`src/hdl/mcuie_params.svh`:
```
// Offsets, field positions, page limits, wake vector and instruction count of the execute unit
`ifndef MCUIE_PARAMS_SVH
`define MCUIE_PARAMS_SVH
`define MCUIE_STATUS_C 0
`define MCUIE_STATUS_DC 1
`define MCUIE_STATUS_Z 2
`define MCUIE_STATUS_PD 3
`define MCUIE_STATUS_TO 4
`define MCUIE_RPAGE_MAX 8'h3f
`define MCUIE_TPAGE_MAX 8'h7f
`define MCUIE_FPAGE_MIN 8'h05
`define MCUIE_FPAGE_MAX 8'h0f
`define MCUIE_SPAGE_MAX 8'h13
`define MCUIE_WAKE_VECTOR 11'h008
`define MCUIE_INSTR_COUNT 55
`endif

```
`src/hdl/mcuie_pkg.sv`:
```
// Types shared by the execute unit and its arithmetic core
package mcuie_pkg;
  // Operation classes, one per decoded instruction
  typedef enum logic [5:0] {
    OP_NOP, OP_AND_R, OP_IOR_R, OP_XOR_R, OP_AND_I, OP_IOR_I, OP_XOR_I,
    OP_RRR, OP_RLR, OP_BSR, OP_BCR, OP_INCR, OP_DECR, OP_COMR,
    OP_TEST_BIT_SKIP_CLEAR, OP_TEST_BIT_SKIP_SET, OP_INCREMENT_SKIP_ZERO, OP_DECREMENT_SKIP_ZERO,
    OP_MOVAR, OP_MOVR, OP_MOVIA, OP_SWAPR, OP_PORT_PAGE_WRITE, OP_PORT_PAGE_READ,
    OP_SECOND_PAGE_WRITE, OP_SECOND_PAGE_READ, OP_TIMER_MODE_WRITE, OP_TIMER_MODE_READ, OP_TABLE_READ,
    OP_ADD_REG_ACC, OP_SUB_REG_ACC, OP_ADD_REG_ACC_CARRY, OP_SUB_REG_ACC_BORROW,
    OP_ADD_I, OP_SUB_I, OP_ADC_I, OP_SBC_I, OP_DECIMAL_ADJUST, OP_CMPAR, OP_CLRA, OP_CLRR,
    OP_THIRD_PAGE_WRITE, OP_THIRD_PAGE_READ, OP_SLEEP, OP_WATCHDOG_CLEAR_INSTR,
    OP_INTERRUPT_ENABLE_INSTR, OP_DISI, OP_SOFT_INT, OP_RET, OP_RETIE, OP_RETIA,
    OP_INDEXED_CALL, OP_INDEXED_JUMP, OP_LCALL, OP_LGOTO
  } mcuie_op_t;

  // One pre-decoded instruction word
  typedef struct packed {
    mcuie_op_t op;
    logic dest;
    logic [7:0] operand;
    logic [2:0] bit_idx;
    logic [10:0] target;
  } mcuie_instr_t;

  // Flag set returned by the arithmetic core
  typedef struct packed {
    logic z;
    logic dc;
    logic c;
  } mcuie_flags_t;

  // Special register transfer request
  typedef struct packed {
    logic wr;
    logic rd;
    logic [1:0] page;
    logic [7:0] addr;
    logic [7:0] data;
  } mcuie_sfr_t;
endpackage

```
`src/hdl/mcuie_alu.sv`:
```
// Combinational arithmetic and logic core of the execute unit
`timescale 1ns/1ns
`include "mcuie_params.svh"
module mcuie_alu
  import mcuie_pkg::*;
(
  input wire mcuie_op_t op,
  input wire logic [7:0] acc,
  input wire logic [7:0] reg_val,
  input wire logic [7:0] imm,
  input wire logic [2:0] bit_idx,
  input wire mcuie_flags_t flags_in,
  output logic [7:0] result,
  output mcuie_flags_t flags_out
);
  // Nine-bit add that also reports the nibble carry
  function automatic logic [9:0] add9(input logic [7:0] a, input logic [7:0] b, input logic ci);
    logic [4:0] lo;
    logic [8:0] full;
    lo = {1'b0, a[3:0]} + {1'b0, b[3:0]} + {4'h0, ci};
    full = {1'b0, a} + {1'b0, b} + {8'h00, ci};
    add9 = {lo[4], full};
  endfunction

  wire [7:0] bit_mask = 8'h01 << bit_idx;
  wire [7:0] inv_acc = ~acc;
  wire z_logic = op inside {OP_AND_R, OP_IOR_R, OP_XOR_R, OP_AND_I, OP_IOR_I, OP_XOR_I, OP_COMR, OP_MOVR, OP_INCR, OP_DECR};
  wire [9:0] s_add_r = add9(reg_val, acc, 1'b0);
  wire [9:0] s_adc_r = add9(reg_val, acc, flags_in.c);
  wire [9:0] s_sub_r = add9(reg_val, inv_acc, 1'b1);
  wire [9:0] s_sbc_r = add9(reg_val, inv_acc, flags_in.c);
  wire [9:0] s_add_i = add9(imm, acc, 1'b0);
  wire [9:0] s_adc_i = add9(imm, acc, flags_in.c);
  wire [9:0] s_sub_i = add9(imm, inv_acc, 1'b1);
  wire [9:0] s_sbc_i = add9(imm, inv_acc, flags_in.c);
  // Decimal adjust after a packed BCD addition
  wire lo_fix = flags_in.dc || (acc[3:0] > 4'h9);
  wire [8:0] da_lo = {1'b0, acc} + (lo_fix ? 9'h006 : 9'h000);
  wire hi_fix = flags_in.c || da_lo[8] || (da_lo[7:4] > 4'h9);
  wire [8:0] da_all = {1'b0, da_lo[7:0]} + (hi_fix ? 9'h060 : 9'h000);

  // Result and flag selection; unlisted flags pass through
  always_comb begin
    logic [9:0] sum;
    sum = 10'h000;
    result = 8'h00;
    flags_out = flags_in;
    case (op)
      OP_ADD_REG_ACC: sum = s_add_r;
      OP_ADD_REG_ACC_CARRY: sum = s_adc_r;
      OP_SUB_REG_ACC, OP_CMPAR: sum = s_sub_r;
      OP_SUB_REG_ACC_BORROW: sum = s_sbc_r;
      OP_ADD_I: sum = s_add_i;
      OP_ADC_I: sum = s_adc_i;
      OP_SUB_I: sum = s_sub_i;
      OP_SBC_I: sum = s_sbc_i;
      default: sum = 10'h000;
    endcase
    case (op)
      OP_ADD_REG_ACC, OP_ADD_REG_ACC_CARRY, OP_SUB_REG_ACC, OP_SUB_REG_ACC_BORROW,
      OP_ADD_I, OP_ADC_I, OP_SUB_I, OP_SBC_I: begin
        result = sum[7:0];
        flags_out.c = sum[8];
        flags_out.dc = sum[9];
        flags_out.z = (sum[7:0] == 8'h00);
      end
      OP_CMPAR: begin
        result = reg_val;
        flags_out.c = sum[8];
        flags_out.z = (sum[7:0] == 8'h00);
      end
      OP_AND_R: result = acc & reg_val;
      OP_IOR_R: result = acc | reg_val;
      OP_XOR_R: result = acc ^ reg_val;
      OP_AND_I: result = acc & imm;
      OP_IOR_I: result = acc | imm;
      OP_XOR_I: result = acc ^ imm;
      OP_COMR: result = ~reg_val;
      OP_MOVR: result = reg_val;
      OP_INCR: result = reg_val + 8'h01;
      OP_DECR: result = reg_val - 8'h01;
      OP_INCREMENT_SKIP_ZERO: result = reg_val + 8'h01;
      OP_DECREMENT_SKIP_ZERO: result = reg_val - 8'h01;
      OP_RRR: begin result = {flags_in.c, reg_val[7:1]}; flags_out.c = reg_val[0]; end
      OP_RLR: begin result = {reg_val[6:0], flags_in.c}; flags_out.c = reg_val[7]; end
      OP_BSR: result = reg_val | bit_mask;
      OP_BCR: result = reg_val & ~bit_mask;
      OP_SWAPR: result = {reg_val[3:0], reg_val[7:4]};
      OP_MOVAR: result = acc;
      OP_MOVIA, OP_RETIA: result = imm;
      OP_CLRA, OP_CLRR: begin result = 8'h00; flags_out.z = 1'b1; end
      OP_DECIMAL_ADJUST: begin
        result = da_all[7:0];
        flags_out.c = hi_fix;
      end
      default: result = acc;
    endcase
    if (z_logic) flags_out.z = (result == 8'h00);
  end
endmodule // mcuie_alu

```
`src/hdl/mcuie_core.sv`:
```
// Decode and execute stage of the 8-bit controller core
`timescale 1ns/1ns
`include "mcuie_params.svh"
module mcuie_core
  import mcuie_pkg::*;
#(
  parameter int PC_W = 11,
  parameter int STACK_DEPTH = 8
)
(
  input wire logic ref_clk,
  input wire logic resetn,
  input wire mcuie_instr_t instr,
  input wire logic instr_valid,
  input wire logic [7:0] reg_rdata,
  input wire logic [7:0] sfr_rdata,
  input wire logic [7:0] table_rdata,
  input wire logic wdt_timeout,
  input wire logic wake_event,
  input wire logic [PC_W-1:0] pc_cur,
  output logic [5:0] reg_addr,
  output logic [7:0] reg_wdata,
  output logic reg_we,
  output mcuie_sfr_t sfr_req,
  output logic [PC_W-1:0] pc_target,
  output logic pc_load,
  output logic flush,
  output logic halted,
  output logic wdt_clear,
  output logic int_enable,
  output logic table_req,
  output logic [7:0] accumulator,
  output logic [7:0] status
);
  // ------------------------------------------------------------
  // Execute sequencing
  // ------------------------------------------------------------
  typedef enum logic [1:0] {ST_RUN, ST_IDLE, ST_HALT} mcuie_state_t;

  mcuie_state_t state_r, state_nxt;
  logic [7:0] acc_r, acc_nxt;
  mcuie_flags_t flags_r;
  logic pd_r, to_r, gie_r;
  logic [PC_W-1:0] stack_r [STACK_DEPTH];
  logic [$clog2(STACK_DEPTH)-1:0] sp_r;
  logic [7:0] result;
  mcuie_flags_t alu_flags;

  // Flush the slot after a skip, a taken branch or a table read
  function automatic logic is_two_cycle(input mcuie_op_t op);
    is_two_cycle = (op == OP_SOFT_INT) || (op == OP_RET) || (op == OP_RETIE) || (op == OP_RETIA) ||
                   (op == OP_INDEXED_CALL) || (op == OP_INDEXED_JUMP) || (op == OP_LCALL) ||
                   (op == OP_LGOTO) || (op == OP_TABLE_READ);
  endfunction

  // ------------------------------------------------------------
  // Decode
  // ------------------------------------------------------------
  wire exec = instr_valid && (state_r == ST_RUN);
  wire mcuie_op_t op = instr.op;
  wire [5:0] raddr = instr.operand[5:0];
  wire rd_bit = reg_rdata[instr.bit_idx];
  wire skip_op = (op == OP_TEST_BIT_SKIP_CLEAR && !rd_bit) ||
                 (op == OP_TEST_BIT_SKIP_SET && rd_bit) ||
                 ((op == OP_INCREMENT_SKIP_ZERO || op == OP_DECREMENT_SKIP_ZERO) && result == 8'h00);
  wire two_cyc = exec && (skip_op || is_two_cycle(op));
  wire dest_ops = (op == OP_AND_R) || (op == OP_IOR_R) || (op == OP_XOR_R) || (op == OP_RRR) ||
                  (op == OP_RLR) || (op == OP_INCR) || (op == OP_DECR) || (op == OP_COMR) ||
                  (op == OP_MOVR) || (op == OP_SWAPR) || (op == OP_ADD_REG_ACC) ||
                  (op == OP_SUB_REG_ACC) || (op == OP_ADD_REG_ACC_CARRY) ||
                  (op == OP_SUB_REG_ACC_BORROW) || (op == OP_INCREMENT_SKIP_ZERO) ||
                  (op == OP_DECREMENT_SKIP_ZERO);
  wire reg_only = (op == OP_BSR) || (op == OP_BCR) || (op == OP_MOVAR) || (op == OP_CLRR);
  wire acc_only = (op == OP_AND_I) || (op == OP_IOR_I) || (op == OP_XOR_I) || (op == OP_ADD_I) ||
                  (op == OP_SUB_I) || (op == OP_ADC_I) || (op == OP_SBC_I) || (op == OP_MOVIA) ||
                  (op == OP_DECIMAL_ADJUST) || (op == OP_CLRA) || (op == OP_RETIA);
  wire to_reg = dest_ops && instr.dest;
  wire to_acc = (dest_ops && !instr.dest) || acc_only;
  wire flags_upd = exec && !(op == OP_INCREMENT_SKIP_ZERO || op == OP_DECREMENT_SKIP_ZERO);

  // Page range checks for special register transfers
  wire t_ok = instr.operand <= `MCUIE_TPAGE_MAX;
  wire f_ok = instr.operand >= `MCUIE_FPAGE_MIN && instr.operand <= `MCUIE_FPAGE_MAX;
  wire s_ok = instr.operand <= `MCUIE_SPAGE_MAX;
  wire sfr_wr = exec && ((op == OP_THIRD_PAGE_WRITE && t_ok) || (op == OP_PORT_PAGE_WRITE && f_ok) ||
                         (op == OP_SECOND_PAGE_WRITE && s_ok) || op == OP_TIMER_MODE_WRITE);
  wire sfr_rd_op = (op == OP_THIRD_PAGE_READ && t_ok) || (op == OP_PORT_PAGE_READ && f_ok) ||
                   (op == OP_SECOND_PAGE_READ && s_ok) || op == OP_TIMER_MODE_READ;
  wire [1:0] sfr_page = (op == OP_THIRD_PAGE_WRITE || op == OP_THIRD_PAGE_READ) ? 2'h3 :
                        (op == OP_PORT_PAGE_WRITE || op == OP_PORT_PAGE_READ) ? 2'h1 :
                        (op == OP_SECOND_PAGE_WRITE || op == OP_SECOND_PAGE_READ) ? 2'h2 : 2'h0;

  // Branch targets; indexed forms splice the accumulator into the low byte
  wire [PC_W-1:0] acc_target = {pc_cur[PC_W-1:8], acc_r};
  wire is_call = (op == OP_INDEXED_CALL) || (op == OP_LCALL) || (op == OP_SOFT_INT);
  wire is_ret = (op == OP_RET) || (op == OP_RETIE) || (op == OP_RETIA);
  wire [PC_W-1:0] ret_addr = stack_r[sp_r - 1'b1];
  wire [PC_W-1:0] wake_vec = PC_W'(`MCUIE_WAKE_VECTOR);

  mcuie_alu u_alu (
    .op(op),
    .acc(acc_r),
    .reg_val(reg_rdata),
    .imm(instr.operand),
    .bit_idx(instr.bit_idx),
    .flags_in(flags_r),
    .result(result),
    .flags_out(alu_flags)
  );

  // ------------------------------------------------------------
  // Next state and accumulator
  // ------------------------------------------------------------
  always_comb begin
    state_nxt = state_r;
    if (state_r == ST_HALT) begin
      if (wake_event) state_nxt = ST_RUN;
    end else if (state_r == ST_IDLE) begin
      state_nxt = ST_RUN;
    end else if (exec && op == OP_SLEEP) begin
      state_nxt = ST_HALT;
    end else if (two_cyc) begin
      state_nxt = ST_IDLE;
    end
  end

  // Accumulator takes ALU result, special register data or table byte
  always_comb begin
    acc_nxt = acc_r;
    if (exec && to_acc) acc_nxt = result;
    else if (exec && sfr_rd_op) acc_nxt = sfr_rdata;
    else if (state_r == ST_IDLE && table_req) acc_nxt = table_rdata;
  end

  // Register file and control outputs
  assign reg_addr = raddr;
  assign reg_wdata = result;
  assign reg_we = exec && (to_reg || reg_only);
  assign sfr_req = '{wr: sfr_wr, rd: exec && sfr_rd_op, page: sfr_page, addr: instr.operand, data: acc_r};
  assign pc_load = (exec && (op == OP_INDEXED_CALL || op == OP_INDEXED_JUMP || op == OP_LCALL ||
                   op == OP_LGOTO || op == OP_SOFT_INT || is_ret)) ||
                   (state_r == ST_HALT && wake_event && gie_r);
  assign pc_target = (state_r == ST_HALT || op == OP_SOFT_INT) ? wake_vec :
                     (op == OP_INDEXED_CALL || op == OP_INDEXED_JUMP) ? acc_target :
                     is_ret ? ret_addr : instr.target;
  assign flush = two_cyc;
  assign halted = (state_r == ST_HALT);
  assign wdt_clear = exec && (op == OP_SLEEP || op == OP_WATCHDOG_CLEAR_INSTR);
  assign int_enable = gie_r;
  assign accumulator = acc_r;
  assign status = {3'h0, to_r, pd_r, flags_r.z, flags_r.dc, flags_r.c};

  // ------------------------------------------------------------
  // State registers
  // ------------------------------------------------------------
  always_ff @(posedge ref_clk or negedge resetn) begin
    if (!resetn) begin
      state_r <= ST_RUN;
      acc_r <= 8'h00;
      flags_r <= '0;
      table_req <= 1'b0;
    end else begin
      state_r <= state_nxt;
      acc_r <= acc_nxt;
      table_req <= exec && op == OP_TABLE_READ;
      if (flags_upd) flags_r <= alu_flags;
    end
  end

  // Power-down and timeout flags; a timeout in the same cycle wins
  always_ff @(posedge ref_clk or negedge resetn) begin
    if (!resetn) begin
      pd_r <= 1'b1;
      to_r <= 1'b1;
    end else begin
      if (exec && op == OP_WATCHDOG_CLEAR_INSTR) pd_r <= 1'b1;
      else if (exec && op == OP_SLEEP) pd_r <= 1'b0;
      if (wdt_timeout) to_r <= 1'b0;
      else if (exec && (op == OP_SLEEP || op == OP_WATCHDOG_CLEAR_INSTR)) to_r <= 1'b1;
    end
  end

  // Interrupt enable; interrupt entry and return touch it too
  always_ff @(posedge ref_clk or negedge resetn) begin
    if (!resetn) gie_r <= 1'b0;
    else if (exec && (op == OP_INTERRUPT_ENABLE_INSTR || op == OP_RETIE)) gie_r <= 1'b1;
    else if (exec && (op == OP_DISI || op == OP_SOFT_INT)) gie_r <= 1'b0;
    else if (state_r == ST_HALT && wake_event && gie_r) gie_r <= 1'b0;
  end

  // Return stack; wraps silently on overflow
  always_ff @(posedge ref_clk or negedge resetn) begin
    if (!resetn) sp_r <= '0;
    else if (exec && is_call) sp_r <= sp_r + 1'b1;
    else if (exec && is_ret) sp_r <= sp_r - 1'b1;
    else if (state_r == ST_HALT && wake_event && gie_r) sp_r <= sp_r + 1'b1;
  end

  always_ff @(posedge ref_clk) begin
    if (exec && is_call) stack_r[sp_r] <= pc_cur + 1'b1;
    else if (state_r == ST_HALT && wake_event && gie_r) stack_r[sp_r] <= pc_cur;
  end
endmodule // mcuie_core

```
`config.mk`:
```
export PLATFORM = sky130hd
export DESIGN_NAME = mcuie_core
export DESIGN_NICKNAME = d
export VERILOG_FILES = /design/src/hdl/mcuie_pkg.sv /design/src/hdl/mcuie_alu.sv /design/src/hdl/mcuie_core.sv
export VERILOG_INCLUDE_DIRS = /design/src /design/src/hdl
export SDC_FILE = /design/constraint.sdc
export NUM_CORES = 1
export LEC_CHECK = 0
export ABC_AREA = 0
export BUFFER_PORTS_ARGS = -buffer_cell sky130_fd_sc_hd__buf_4
export CORE_ASPECT_RATIO = 1.1
export CORE_MARGIN = 2
export CORE_UTILIZATION = 55
export CTS_CLUSTER_SIZE = 16
export DETAILED_ROUTE_END_ITERATION = 7
export PLACE_DENSITY = 0.76
export RECOVER_POWER = 25
export SETUP_SLACK_MARGIN = 0.4
export SKIP_CTS_REPAIR_TIMING = 1
export SLEW_MARGIN = 20
export SYNTH_ARGS = -nofsm -noshare
export SYNTH_HDL_FRONTEND = slang
export SYNTH_HIERARCHICAL = 1
export SYNTH_SLANG_ARGS = --single-unit
```
`constraint.sdc`:
```
create_clock -name ref_clk -period 6.05 [get_ports ref_clk]
set_input_delay 0.605 -clock ref_clk [delete_from_list [all_inputs] [get_ports ref_clk]]
set_output_delay 0.605 -clock ref_clk [all_outputs]
set_load 0.01 [all_outputs]
```
==> run_results.csv <==
group,metric,value,unit
pwr,ir_drop,0.000279,V
layout,area_growth,11.9,%
grt,grt_max_degree,54,
sta,finalClockSkew,13.2,ps
grt,grt_pass1_wl,55800,µm
floorplanning,start_util,56.0,%
synth,async_flop_share,18.5,%
min_path,hold_path_class,"in -> reg",
setup_path,critPathKind,"in -> out",
layout,antenna_cells,0,
placed_design,place_hpwl,27200,µm
setup_path,crit-reg2reg-launch,"accumulator[0]",
clock_network,cts.htree.levels,3,
grt,antenna_found_initial,0,
synth,synth_top_cell_area_share,24.8,%
sta,worstMarginPinSlew,1190,ps
floorplanning,die_x,137,µm
sta,timing.final.ws_setup,332,ps
synth,yosysMostFrequentCell,"nor2_1",
synth,syn_inst,1156,
synth,ys_warn_count,6,
synth,synth.ff_latch_count,108,
floorplanning,dieArea,20500,µm²
flow_run,max_cap_viol_count,0,
route,viasPerCell,6.93,
clock_network,worstSkewPairLatency,350,ps
setup_path,crit_arrival,5110,ps
synth,avgSynthCellArea,9.22,µm²
clock_network,clkSinkCount,108,
synth,yosys.area.top_type,"edfxtp_1",
route,ant_nets,0,
synth,synthTopCellsByCount,"nor2_1, edfxtp_1, nand2_1",
sta,setup_viol,0,
setup_path,r2r_end,"status[2]",
clock_network,clk_pin_slew_worst_paths,70,ps
clock_network,ctsLongestPathBuffers,2,
pwr,powerDensity,351,nW/µm²
clock_network,cts_tree,"built",
floorplanning,rows,53,
clock_network,clockRootBuffer,"clkbuf_16",
sta,fin_crit_sh,94.5,%
setup_path,start_kind,"primary input",
sta,fin_setup_tns,0,ps
setup_path,path_max_fanout,9,
synth,synth_cell_type_count,104,
synth,synthTopCellsByArea,"edfxtp_1, ha_1, mux4_2",
route,dr.pass1.iters,7,
synth,synth_area,10700,µm²
status,outcome,"finished clean",
sta,fin_crit,5720,ps
floorplanning,io_pins,137,
sta,final_max_slew_viol_count,0,
setup_path,r2r_cells,13,
route,drt-initial-drc-count,1369,
setup_path,r2r_slack,1120,ps
setup_path,endpoint_kind,"output pin",
floorplanning,die_height,150,µm
layout,drive_gt1_share,18.5,%
placed_design,dp_slack,317,ps
setup_path,cp.required,5440,ps
route,vias,10300,
sta,slew_headroom,20.8,%
sta,rsz0062_at_grt,"yes",
pwr,leakagePower,0.00458,µW
synth,seq_area_frac_synth,29.5,%
sta,final_hold_viol_count,0,
grt,grt_remaining_overflow,0,
layout,nets,1371,
floorplanning,core-area,19000,µm²
sta,fmax,0.175,GHz
setup_path,critPathCapture,"flush",
route,drc_errors,0,
setup_path,crit_start,"instr[18]",
grt,grt_use_total,35.9,%
synth,synthFlopType,"edfxtp_1",
synth,synth_edf_count,88,
route,wirelength,36900,µm
placed_design,globalplace.congestion,1.09,
route,wire_per_inst,24.8,µm
clock_network,numCtsBuffers,9,
grt,grt_pass1_vias,9970,
placed_design,portBuffers,133,
## layout by cell type (no fill, tap or decap), types with 15 or more instances in the layout
cell	synthesis	routed
nor2b_1	22	21
edfxtp_1	88	88
nor2_1	92	91
xor2_1	20	20
mux2i_1	23	22
a21oi_1	66	65
dfrtp_1	18	18
nand3_1	37	36
nand2_1	88	88
clkbuf_1	33	36
xnor2_1	40	40
nand2b_1	15	15
inv_1	42	42
buf_4	35	132
nor3_1	22	21
ha_1	58	57
mux4_2	24	24
a22oi_1	15	15
nand4_1	18	18
o21ai_0	52	51
## cells by family after synthesis
| logic type | after synthesis | synth area share [%] |
|---|---|---|
| buffers and inverters | 144 | 7.20 |
| and+or+nand+nor | 382 | 18.9 |
| adders and majority gates | 65 | 8.13 |
| xor gates and xnor gates | 60 | 4.93 |
| other | 1 | 0.0352 |
| AOI/OAI and AO/OA | 340 | 23.0 |
| DFF | 108 | 29.5 |
| muxes | 56 | 8.26 |
## stage by stage
| stage | utilization, % | cell area, µm² | hold slack [ps] | cells | power (µW) |
|---|---|---|---|---|---|
| 2_1_floorplan | - | 10700 | 309 | 1158 | 2730 |
| 3_3_place_gp | 61.1 | 11600 | 449 | 1471 | 3490 |
| 3_5_place_dp | 61.1 | 11600 | 453 | 1471 | 3530 |
| 4_1_cts | 62.6 | 11900 | 133 | 1487 | 4100 |
| 5_1_grt | 62.6 | 11900 | 357 | 1489 | 4400 |
| 6_report | 62.6 | 11900 | 366 | 1489 | 4180 |
## sequential cells by signal (all words and copies together), names as in the netlist
name / cells
accumulator: 8
int_enable: 1
pd_r: 1
sp_r: 3
stack_r: 88
state_r: 2
status: 3
table_req: 1
to_r: 1
## worst min path at each step
stage | start | to | slack [ps] | cells past startpoint
after global routing | wdt_timeout | to_r | 360 | 2
final | wdt_timeout | to_r | 370 | 2
after CTS | resetn | accumulator[0] | 130 | 1
after floorplan | resetn | accumulator[0] | 310 | 0
after global placement | pd_r | pd_r | 450 | 2
after detailed placement | pd_r | pd_r | 450 | 2
## per-layer routing
metal	vias up	share of wire, %	global-route usage (%)
met5	-	0	0
met4	0	5.0	16.6
met3	164	11	8.40
met2	754	45	56.3
met1	4849	39	47.0
li1	4547	-	-
## critical path, cell delays in order
cell and delay (ps):
clkbuf_1 600, inv_1 160, ha_1 480, nor2b_1 220, a211o_1 330, a311oi_2 280, a32oi_1 200, a2111oi_1 500
a2111oi_0 120, nor3_1 430, a31oi_1 220, nor4_2 410, nand3_1 120, o2111a_1 170, nor2_2 120, buf_4 140
## final cells by class
type	instances	area, µm²
well taps	247	309
clock buffers	9	225
fillers	1612	7110
flip-flops and latches	108	3150
multi-input cells	906	6880
repair buffers	169	1140
inverters	43	161
clock inverters	7	58.8
## report_power, final
group          internal, µW  total, µW  switching, µW
Combinational          1100       2710           1620
Clock                   286        565            278
Sequential              858        907           49.1
Note: power is estimated with default switching activity, not from simulation.
